### config.mk
export PLATFORM = sky130hd
export DESIGN_NAME = embedded_controller_buffer_flags
export DESIGN_NICKNAME = d
export VERILOG_FILES = /design/src/embedded_controller_flags_pkg.sv /design/src/embedded_controller_buffer_flags.sv
export SDC_FILE = /design/constraint.sdc
export NUM_CORES = 1
export LEC_CHECK = 0
export ABC_AREA = 0
export ABC_CLOCK_PERIOD_IN_PS = 2930
export BUFFER_PORTS_ARGS = -buffer_cell sky130_fd_sc_hd__buf_2
export CORE_UTILIZATION = 45
export DETAILED_ROUTE_END_ITERATION = 6
export PLACE_DENSITY_LB_ADDON = 0.15
export SLEW_MARGIN = 40
export SYNTH_ARGS = -nofsm -noshare
export SYNTH_HDL_FRONTEND = slang
export SYNTH_HIERARCHICAL = 1
export SYNTH_SLANG_ARGS = --single-unit
### constraint.sdc
create_clock -name clk_sys -period 2.93 [get_ports clk_sys]
set_input_delay 0.293 -clock clk_sys [delete_from_list [all_inputs] [get_ports clk_sys]]
set_output_delay 0.293 -clock clk_sys [all_outputs]
set_load 0.005 [all_outputs]
### src/embedded_controller_flags_pkg.sv
package embedded_controller_flags_pkg;

    // Widths and depths
    localparam int BYTE_W       = 8;
    localparam int DATA_BYTES   = 4;
    localparam int FIFO_DEPTH   = 16;
    localparam int HOST_ADDR_W  = 3;
    localparam int EC_ADDR_W    = 9;

    // Host side offsets
    localparam logic [2:0] HOST_DATA0_OFF     = 3'h0;
    localparam logic [2:0] HOST_STATUS_OFF    = 3'h4;
    localparam logic [2:0] HOST_BYTE_CTRL_OFF = 3'h5;

    // Controller side offsets
    localparam logic [8:0] C2H_DATA0_OFF      = 9'h100;
    localparam logic [8:0] EC_STATUS_OFF      = 9'h104;
    localparam logic [8:0] EC_BYTE_CTRL_OFF   = 9'h105;
    localparam logic [8:0] H2C_DATA0_OFF      = 9'h108;

    // Field positions
    localparam int STATUS_CMD_BIT  = 3;
    localparam int STATUS_IBF_BIT  = 1;
    localparam int STATUS_OBF_BIT  = 0;
    localparam int FOUR_BYTE_BIT   = 0;

    // Byte that closes a transfer
    localparam logic [1:0] LAST_NARROW_IDX = 2'h0;
    localparam logic [1:0] LAST_WIDE_IDX   = 2'h3;

    // Reset values
    localparam logic       FLAG_RST      = 1'b0;
    localparam logic       FOUR_BYTE_RST = 1'b0;
    localparam logic [7:0] DATA_RST      = 8'h00;
    localparam logic [7:0] READ_ZERO     = 8'h00;

    typedef struct packed {
        logic [2:0] addr;
        logic [7:0] data;
    } host_wr_type;

    typedef struct packed {
        logic input_full;
        logic output_full;
        logic cmd_pending;
        logic four_byte;
    } flags_type;

endpackage

### src/embedded_controller_buffer_flags.sv
`timescale 1ns/1ps

module byte_queue #(
    parameter int WIDTH = 11,
    parameter int DEPTH = 16
) (
    // Clock and reset
    input  wire logic             clk_sys,
    input  wire logic             rst,
    // Filling side
    input  wire logic             in_valid,
    input  wire logic [WIDTH-1:0] in_data,
    output logic                  in_ready,
    // Draining side
    output logic                  out_valid,
    output logic      [WIDTH-1:0] out_data,
    input  wire logic             out_ready
);
    localparam int PTR_W = $clog2(DEPTH);

    logic [WIDTH-1:0] mem_ff [DEPTH];
    logic [PTR_W-1:0] wr_ptr_ff;
    logic [PTR_W-1:0] rd_ptr_ff;
    logic [PTR_W:0]   count_ff;
    logic [PTR_W:0]   nxt_count;
    logic             in_ready_ff;
    logic             out_valid_ff;
    logic             push;
    logic             pop;

    assign push      = in_valid & in_ready_ff;
    assign pop       = out_valid_ff & out_ready;
    assign nxt_count = count_ff + (PTR_W+1)'(push) - (PTR_W+1)'(pop);
    assign in_ready  = in_ready_ff;
    assign out_valid = out_valid_ff;
    assign out_data  = mem_ff[rd_ptr_ff];

    always_ff @(posedge clk_sys)
    begin
        if (push)
        begin
            mem_ff[wr_ptr_ff] <= in_data;
        end
    end

    always_ff @(posedge clk_sys or posedge rst)
    begin
        if (rst)
        begin
            wr_ptr_ff    <= '0;
            rd_ptr_ff    <= '0;
            count_ff     <= '0;
            in_ready_ff  <= 1'b1;
            out_valid_ff <= 1'b0;
        end
        else
        begin
            if (push)
            begin
                wr_ptr_ff <= wr_ptr_ff + PTR_W'(1);
            end
            if (pop)
            begin
                rd_ptr_ff <= rd_ptr_ff + PTR_W'(1);
            end
            count_ff     <= nxt_count;
            in_ready_ff  <= nxt_count != (PTR_W+1)'(DEPTH);
            out_valid_ff <= nxt_count != '0;
        end
    end

endmodule // byte_queue

module embedded_controller_buffer_flags (
    // Clock and reset
    input  wire logic                              clk_sys,
    input  wire logic                              rst,
    // Host write queue
    input  wire logic                              host_wr_valid,
    input  wire embedded_controller_flags_pkg::host_wr_type    host_wr_req,
    output logic                                   host_wr_ready,
    // Host reads
    input  wire logic                              host_rd_en,
    input  wire logic [2:0]                        host_rd_addr,
    output logic [7:0]                             host_rd_data,
    // Controller registers
    input  wire logic                              ec_wr_en,
    input  wire logic                              ec_rd_en,
    input  wire logic [8:0]                        ec_addr,
    input  wire logic [7:0]                        ec_wdata,
    output logic [7:0]                             ec_rdata,
    // Events and state toward the controller
    output logic                                   irq_input_full,
    output logic                                   irq_output_full,
    output embedded_controller_flags_pkg::flags_type           flags
);
    import embedded_controller_flags_pkg::*;

    function automatic logic is_last_byte(input logic       wide,
                                          input logic [1:0] idx);
        return wide ? (idx == LAST_WIDE_IDX) : (idx == LAST_NARROW_IDX);
    endfunction

    function automatic logic [7:0] status_byte(input logic cmd,
                                               input logic input_full_flag,
                                               input logic output_full_flag);
        logic [7:0] s;
        s = '0;
        s[STATUS_CMD_BIT] = cmd;
        s[STATUS_IBF_BIT] = input_full_flag;
        s[STATUS_OBF_BIT] = output_full_flag;
        return s;
    endfunction

    logic [7:0]  h2c_ff [DATA_BYTES];
    logic [7:0]  c2h_ff [DATA_BYTES];
    logic        input_full_ff;
    logic        output_full_ff;
    logic        cmd_pending_ff;
    logic        four_byte_ff;
    logic [7:0]  host_rd_data_ff;
    logic [7:0]  ec_rdata_ff;
    logic        irq_input_full_ff;
    logic        irq_output_full_ff;
    logic [7:0]  nxt_host_rd_data;
    logic [7:0]  nxt_ec_rdata;

    host_wr_type drain_req;
    logic        drain_valid;
    logic        drain_ready;
    logic        drain_fire;
    logic        host_cmd_wr;
    logic        host_data_wr;
    logic [1:0]  data_idx;
    logic [1:0]  ec_idx;
    logic [1:0]  host_idx;
    logic        ec_h2c_rd;
    logic        ec_c2h_wr;
    logic        host_data_rd;
    logic        ibf_set;
    logic        ibf_clr;
    logic        obf_set;
    logic        obf_clr;

    byte_queue #(
        .WIDTH ($bits(host_wr_type)),
        .DEPTH (FIFO_DEPTH)
    ) u_host_queue (
        .clk_sys   (clk_sys),
        .rst       (rst),
        .in_valid  (host_wr_valid),
        .in_data   (host_wr_req),
        .in_ready  (host_wr_ready),
        .out_valid (drain_valid),
        .out_data  (drain_req),
        .out_ready (drain_ready)
    );

    // Hold queued host writes until the controller took the last message
    assign drain_ready  = ~input_full_ff;
    assign drain_fire   = drain_valid & drain_ready;
    assign data_idx     = drain_req.addr[1:0];
    assign host_cmd_wr  = drain_fire & (drain_req.addr == HOST_STATUS_OFF);
    assign host_data_wr = drain_fire
                        & (drain_req.addr[2] == HOST_DATA0_OFF[2]);

    assign ec_idx    = ec_addr[1:0];
    assign ec_h2c_rd = ec_rd_en & (ec_addr[8:2] == H2C_DATA0_OFF[8:2]);
    assign ec_c2h_wr = ec_wr_en & (ec_addr[8:2] == C2H_DATA0_OFF[8:2]);

    assign host_idx     = host_rd_addr[1:0];
    assign host_data_rd = host_rd_en
                        & (host_rd_addr[2] == HOST_DATA0_OFF[2]);

    assign ibf_set = host_cmd_wr
                   | (host_data_wr
                      & is_last_byte(four_byte_ff, data_idx));
    assign ibf_clr = ec_h2c_rd
                   & (cmd_pending_ff
                      ? (ec_idx == LAST_NARROW_IDX)
                      : is_last_byte(four_byte_ff, ec_idx));
    assign obf_set = ec_c2h_wr
                   & is_last_byte(four_byte_ff, ec_idx);
    assign obf_clr = host_data_rd
                   & is_last_byte(four_byte_ff, host_idx);

    // Command byte lands in byte 0, data bytes at their index
    for (genvar i = 0; i < DATA_BYTES; i++)
    begin : g_bytes
        always_ff @(posedge clk_sys or posedge rst)
        begin
            if (rst)
            begin
                h2c_ff[i] <= DATA_RST;
            end
            else if ((host_cmd_wr && i == 0)
                     || (host_data_wr && data_idx == 2'(i)))
            begin
                h2c_ff[i] <= drain_req.data;
            end
        end

        always_ff @(posedge clk_sys or posedge rst)
        begin
            if (rst)
            begin
                c2h_ff[i] <= DATA_RST;
            end
            else if (ec_c2h_wr && ec_idx == 2'(i))
            begin
                c2h_ff[i] <= ec_wdata;
            end
        end
    end

    // Handshake flags, set wins over clear
    always_ff @(posedge clk_sys or posedge rst)
    begin
        if (rst)
        begin
            input_full_ff  <= FLAG_RST;
            output_full_ff <= FLAG_RST;
            cmd_pending_ff <= FLAG_RST;
        end
        else
        begin
            input_full_ff  <= ibf_set | (input_full_ff & ~ibf_clr);
            output_full_ff <= obf_set | (output_full_ff & ~obf_clr);
            if (host_cmd_wr)
            begin
                cmd_pending_ff <= 1'b1;
            end
            else if (host_data_wr)
            begin
                cmd_pending_ff <= 1'b0;
            end
        end
    end

    // Byte mode is writable by the controller only
    always_ff @(posedge clk_sys or posedge rst)
    begin
        if (rst)
        begin
            four_byte_ff <= FOUR_BYTE_RST;
        end
        else if (ec_wr_en && ec_addr == EC_BYTE_CTRL_OFF)
        begin
            four_byte_ff <= ec_wdata[FOUR_BYTE_BIT];
        end
    end

    // Interrupt pulses toward the controller
    always_ff @(posedge clk_sys or posedge rst)
    begin
        if (rst)
        begin
            irq_input_full_ff  <= 1'b0;
            irq_output_full_ff <= 1'b0;
        end
        else
        begin
            irq_input_full_ff  <= ibf_set & ~input_full_ff;
            irq_output_full_ff <= obf_clr & ~obf_set
                                & output_full_ff;
        end
    end

    always_comb
    begin
        nxt_ec_rdata = READ_ZERO;
        if (ec_addr[8:2] == H2C_DATA0_OFF[8:2])
        begin
            if (four_byte_ff || ec_idx == LAST_NARROW_IDX)
            begin
                nxt_ec_rdata = h2c_ff[ec_idx];
            end
            else
            begin
                nxt_ec_rdata = READ_ZERO;
            end
        end
        else if (ec_addr[8:2] == C2H_DATA0_OFF[8:2])
        begin
            nxt_ec_rdata = c2h_ff[ec_idx];
        end
        else if (ec_addr == EC_STATUS_OFF)
        begin
            nxt_ec_rdata = status_byte(cmd_pending_ff, input_full_ff,
                                       output_full_ff);
        end
        else if (ec_addr == EC_BYTE_CTRL_OFF)
        begin
            nxt_ec_rdata[FOUR_BYTE_BIT] = four_byte_ff;
        end
    end

    always_comb
    begin
        nxt_host_rd_data = READ_ZERO;
        case (host_rd_addr)
            HOST_STATUS_OFF:
                nxt_host_rd_data = status_byte(cmd_pending_ff,
                                               input_full_ff,
                                               output_full_ff);
            HOST_BYTE_CTRL_OFF:
                nxt_host_rd_data[FOUR_BYTE_BIT] = four_byte_ff;
            default:
            begin
                if (host_data_rd
                    && (four_byte_ff || host_idx == LAST_NARROW_IDX))
                begin
                    nxt_host_rd_data = c2h_ff[host_idx];
                end
            end
        endcase
    end

    // Read data registered, held between reads
    always_ff @(posedge clk_sys or posedge rst)
    begin
        if (rst)
        begin
            host_rd_data_ff <= READ_ZERO;
            ec_rdata_ff     <= READ_ZERO;
        end
        else
        begin
            if (host_rd_en)
            begin
                host_rd_data_ff <= nxt_host_rd_data;
            end
            if (ec_rd_en)
            begin
                ec_rdata_ff <= nxt_ec_rdata;
            end
        end
    end

    assign host_rd_data      = host_rd_data_ff;
    assign ec_rdata          = ec_rdata_ff;
    assign irq_input_full    = irq_input_full_ff;
    assign irq_output_full   = irq_output_full_ff;
    assign flags.input_full  = input_full_ff;
    assign flags.output_full = output_full_ff;
    assign flags.cmd_pending = cmd_pending_ff;
    assign flags.four_byte   = four_byte_ff;
endmodule // embedded_controller_buffer_flags

==> results.ini, run 1 <==
[sta]
slew_headroom = 0.504
setup_viol = 0
setup_ws_ps = 277
fmaxAchievable_mhz = 377
skew_ps = 23.6
setup_tns_ps = 0
fin_crit_sh = 0.905
rsz0062_at_grt = false
finalHoldViolCount = 0
drv_slew = 0
min_period_ps = 2650
worst_pin_slew_ps = 745

[detailed_routing]
drt_iter0_drc = 385
routed_wirelength_mm = 24.1
wl_per_cell_um = 21.3
dr.pass1.iters = 4
drc = 0
vias = 6318
ant_nets = 0
vias_per_cell = 5.59

[job]
drv_cap = 0

[grt]
grtUsageTotal = 0.185
grt_max_degree = 46
grt_overflow_total = 0
grt_antenna_before_repair = 0
grt_pass1_vias = 6599
grt_pass1_wl_mm = 37.4

[synth]
async_flop_share = 0.365
syn_avg_cell_area_um2 = 16.9
ys_seq_area_frac = 0.660
synth_edf_count = 176
ys_ff_latch = 277
yosys_warnings = 6
yosysUniqueCellTypes = 53
synth-main-ff-cell = edfxtp_1
netlist.area_leader.share = 0.447
synth_top_cell_by_area = edfxtp_1
synthTopCellsByArea = edfxtp_1 45%, dfrtp_1 21%, mux2_2 8.5%
synth_area_um2 = 11800
syn_inst = 698
syn-num-nets = 746

[cells_and_area]
syn_to_final_growth_pct = 14.0
final_cell_mix = 176 x edfxtp_1, 99 x dfrtp_1, 89 x mux2_2
post-route-cell-area_um2 = 13500
diodes = 0
drive_above_1_share = 0.335
nets = 826
final_common_cell = edfxtp_1

[worst_setup_path]
critPathMaxFanout = 15
rr_worst_depth = 7
worstPathRequired_ps = 3350
worstSetupEndpointType = register
crit_path_start = u_host_queue/rd_ptr_ff[0]
reg2reg_slack_ps = 280
r2r-end = h2c_ff[5]
critPathArrivalTime_ps = 3080
startpoint_type = register
cp-endpoint = h2c_ff[5]
critPathKind = reg2reg
r2r-start = u_host_queue/rd_ptr_ff[0]

[floorplan]
core_area_um2 = 25500
num_io_pins = 60
dieArea_um2 = 26900
start_util = 0.464
die_w_um = 164
die_h_um = 164
rows = 58

[clocking]
clock_tree.buffer_depth = 3
root_buffer = clkbuf_16
htreeDepth = 1
ctsResizeCount = 0
clk_latency_ps = 560
numCtsBuffers = 30
path_clk_slew_ps = 60
cts.sinks = 277
tritoncts = done

[power]
clkPwrFrac = 0.295
p_int_uw = 8490
ir_drop_mv = 0.570
seq_power_share = 0.427
switchingPower_uw = 3490
p_per_area_nw_per_um2 = 888
p_comb_frac = 0.278
p_sw_frac = 0.292
p_leak_uw = 0.00521

[run_status]
status = completed

[placed_design]
dp_hpwl_mm = 16.1
postPlaceCellArea_um2 = 12500
port_buffers = 59
place_congestion = 0.805
post-place-ws_ps = 152

[hold_path]
hold_class = in2reg

==> critical path, cell delays in order, from the launching register on <==
cell and delay [ps]:
dfrtp_4 560, buf_12 190, mux2i_1 140, a22o_1 250
nor3_1 330, a221o_1 300, nand3_1 370, mux2_2 390
==> synthesized netlist by cell type (all sizes together), types with 16 or more instances <==
master	instances
buf	19
mux2i	28
nor3	16
and2	17
mux4	45
nor2	21
a22o	16
edfxtp	176
dfrtp	100
inv	16
mux2	89
clkbuf	19
==> registers in the layout, indices dropped and copies added (netlist names) <==
name,cells
c2h_ff,32
cmd_pending_ff,1
ec_rdata,8
four_byte_ff,1
h2c_ff,32
host_rd_data,8
input_full_ff,1
irq_input_full,1
irq_output_full,1
output_full_ff,1
u_host_queue/count_ff,5
u_host_queue/in_ready,1
u_host_queue/mem_ff,176
u_host_queue/out_valid,1
u_host_queue/rd_ptr_ff,4
u_host_queue/wr_ptr_ff,4
==> logic make-up (layout without fill, tap and decap cells) <==
logic type,count (synthesis),after routing,synth area share
DFF,277,277,0.660
adders and majority gates,11,11,0.0123
xor gates and xnor gates,9,9,0.00666
and+or+nand+nor,112,112,0.0536
muxes,162,162,0.195
buffers and inverters,54,157,0.0247
AOI/OAI and AO/OA,73,73,0.0472
==> power by group through the flow <==
stage	logic, µW	clock network [µW]	registers (µW)
detailed placement	3300	0	5210
global route	3640	3780	5190
global placement	3200	0	5170
finish	3330	3540	5110
CTS	3320	3620	5140
floorplan	2570	0	5050
==> repair_timing <==
item / in CTS / in global routing
setup endpoints to repair: 0 / 20
hold endpoints to repair: 59 / 0
hold buffers: 2 / 0
setup buffers: 0 / 4
==> area by class of cell <==
| type | instances | area (µm²) |
|---|---|---|
| Clock buffer | 43 | 851 |
| Clock inverter | 12 | 90.1 |
| Fill cell | 2035 | 12000 |
| Inverter | 16 | 62.6 |
| Multi-Input combinational cell | 367 | 3720 |
| Sequential cell | 277 | 7820 |
| Tap cell | 330 | 413 |
| Timing Repair Buffer | 86 | 528 |
==> per-stage QoR <==
step / cells / hold WS [ps] / util / total power (µW)
3_5_place_dp: 1070 / 433 / 0.490 / 8510
2_1_floorplan: 698 / 194 / - / 7620
6_report: 1131 / 25.2 / 0.529 / 12000
3_3_place_gp: 1070 / 420 / 0.490 / 8380
5_1_grt: 1131 / 18.0 / 0.529 / 12600
4_1_cts: 1127 / 10.9 / 0.528 / 12100
==> how the worst min path moves through the flow <==
stage / cells after the start / start / endpoint / slack (ps)
finish: 2 / ec_wdata[6] / c2h_ff[30] / 30
global route: 2 / ec_wdata[6] / c2h_ff[30] / 20
CTS: 2 / ec_wdata[6] / c2h_ff[30] / 10
detailed placement: 2 / rst / u_host_queue/out_valid / 430
global placement: 2 / rst / u_host_queue/count_ff[3] / 420
floorplan: 1 / rst / u_host_queue/count_ff[0] / 190
==> layer usage <==
layer / global-route usage / vias to the layer above / share of wire
li1: - / 2884 / -
met1: 0.245 / 3255 / 0.43
met2: 0.320 / 140 / 0.50
met3: 0.0258 / 39 / 0.047
met4: 0.0463 / 0 / 0.020
met5: 0 / - / 0
(Power assumes the default switching activity.)
==> run 2: changes to the inputs <==
Settings changed: CELL_PAD_IN_SITES_DETAIL_PLACEMENT from default to 0, CELL_PAD_IN_SITES_GLOBAL_PLACEMENT from default to 1, CTS_BUF_LIST from default to sky130_fd_sc_hd__clkbuf_4 sky130_fd_sc_hd__clkbuf_8, PLACE_DENSITY_LB_ADDON 0.15 to 0.08.
==> results.ini, run 2 (same netlist as run 1, synthesis figures left out) <==
[worst_setup_path]
cp.buffers_inverters = 2
r2r-end = h2c_ff[9]
r2r-start = u_host_queue/rd_ptr_ff[0]
crit_path_start = u_host_queue/rd_ptr_ff[0]
critPathMaxFanout = 19
critPathArrivalTime_ps = 3130
worstPathRequired_ps = 3380
cp_top_family = multiplexers
cp-endpoint = h2c_ff[9]
reg2reg_slack_ps = 250
crit_cells = 8
rr_worst_depth = 8
critPathKind = reg2reg
startpoint_type = register
cpPeakStageDelay_ps = 600
cp_slowest_cell = dfrtp_4
crit_top_cell = buf_4
worstSetupEndpointType = register
crit_chain = mux4_2 -> a221o_1 -> nor3b_1 -> buf_4 -> nand2_1 -> nor2_1 -> buf_4 -> mux2_2

[sta]
worst_pin_slew_ps = 752
skew_ps = 19.1
setup_tns_ps = 0
slew_headroom = 0.499
finalHoldViolCount = 0
whs_ps = 40.0
rsz0062_at_grt = false
min_period_ps = 2680
drv_slew = 0
setup_viol = 0
fin_crit_sh = 0.916
setup_ws_ps = 247
fmaxAchievable_mhz = 373

[clocking]
clock_tree.buffer_depth = 3
numCtsBuffers = 48
root_buffer = clkbuf_8
htreeDepth = 2
tritoncts = done
cts.sinks = 277
path_clk_slew_ps = 60
clk_latency_ps = 580

[cells_and_area]
drive_above_1_share = 0.364
nets = 845
largest_register_ffs = 176
fillCellCount = 2115
final_cells = 1166
final_cell_mix = 176 x edfxtp_1, 99 x dfrtp_1, 89 x mux2_2
syn_to_final_growth_pct = 14.3
final_common_cell = edfxtp_1
fin_util = 0.531
regMostFlops = u_host_queue/mem_ff
diodes = 0
reg_top3 = u_host_queue/mem_ff (176), c2h_ff (32), h2c_ff (32)

[grt]
grtUsageTotal = 0.194
grt_pass1_vias = 6910
grt_antenna_before_repair = 0
grt_max_degree = 47
grt_pass1_wl_mm = 39.1
grt_overflow_total = 0

[floorplan]
rows = 58
start_util = 0.464
dieArea_um2 = 26900
die_h_um = 164
core_area_um2 = 25500
die_w_um = 164
num_io_pins = 60

[power]
p_per_area_nw_per_um2 = 872
p_leak_uw = 0.00526
ir_drop_mv = 0.415

[detailed_routing]
wl_per_cell_um = 21.0
ant_nets = 0
drt_iter0_drc = 390
vias_per_cell = 5.49
dr.pass1.iters = 4
drc = 0
routed_wirelength_mm = 24.5
vias = 6399

[placed_design]
placed_cells = 1068
dp_hpwl_mm = 16.4
port_buffers = 59
place_congestion = 0.792
post-place-ws_ps = 141

[run_status]
status = completed

[job]
drv_cap = 0

[hold_path]
hold_class = in2reg

[run 2: cell types whose count changed in the layout (fill, tap and decap cells not counted), moves of 4 or more]
cell           delta
clkbuf_1          -9
clkbuf_4         +20
clkbuf_16        -31
clkinv_1          +4
buf_4             -4
dlygate4sd3_1     +6
clkbuf_8         +49
[run 2: worst min-delay path by stage]
stage                              from                        end  slack [ps]  cells past startpoint
after floorplan                     rst   u_host_queue/count_ff[0]         190                      1
after global placement              rst   u_host_queue/count_ff[3]         410                      2
after detailed placement            rst   u_host_queue/count_ff[4]         420                      2
after CTS                   ec_wdata[1]                 c2h_ff[25]           3                      2
after global routing      host_wr_valid  u_host_queue/wr_ptr_ff[2]          20                      3
final                       ec_wdata[1]                  c2h_ff[1]          40                      2
[run 2: where the power goes]
part	switching (µW)	internal (µW)	total, µW
registers	337	4790	5130
clock network	1540	1900	3440
logic	1670	1560	3230
[run 2: metrics by stage]
step | power, µW | instance area, µm²
floorplan | 7620 | 11800
global placement | 8370 | 12500
detailed placement | 8470 | 12500
CTS | 12000 | 13500
global route | 12500 | 13500
finish | 11800 | 13500
[run 2: cell type report]
| type | instances | area, µm² | share of cell area |
|---|---|---|---|
| Timing Repair Buffer | 87 | 538 | 0.0398 |
| Inverter | 16 | 62.6 | 0.00462 |
| Clock inverter | 17 | 98.8 | 0.00731 |
| Clock buffer | 72 | 866 | 0.0640 |
| Tap cell | 330 | 413 | 0.0305 |
| Sequential cell | 277 | 7820 | 0.578 |
| Multi-Input combinational cell | 367 | 3730 | 0.276 |
[run 2: timing repair]
item | in CTS | in global routing
setup buffers | 0 | 1
setup endpoints to repair | 0 | 13
endpoints found under the hold margin | 84 | 0
gates resized for setup | 0 | 1
hold buffers | 8 | 0
[run 2: routing by layer]
metal | GRT usage | up-vias | part of all wire
li1 | - | 2930 | -
met5 | 0 | - | 0
met3 | 0.0336 | 42 | 0.043
met1 | 0.244 | 3288 | 0.43
met4 | 0.0636 | 0 | 0.018
met2 | 0.340 | 139 | 0.51
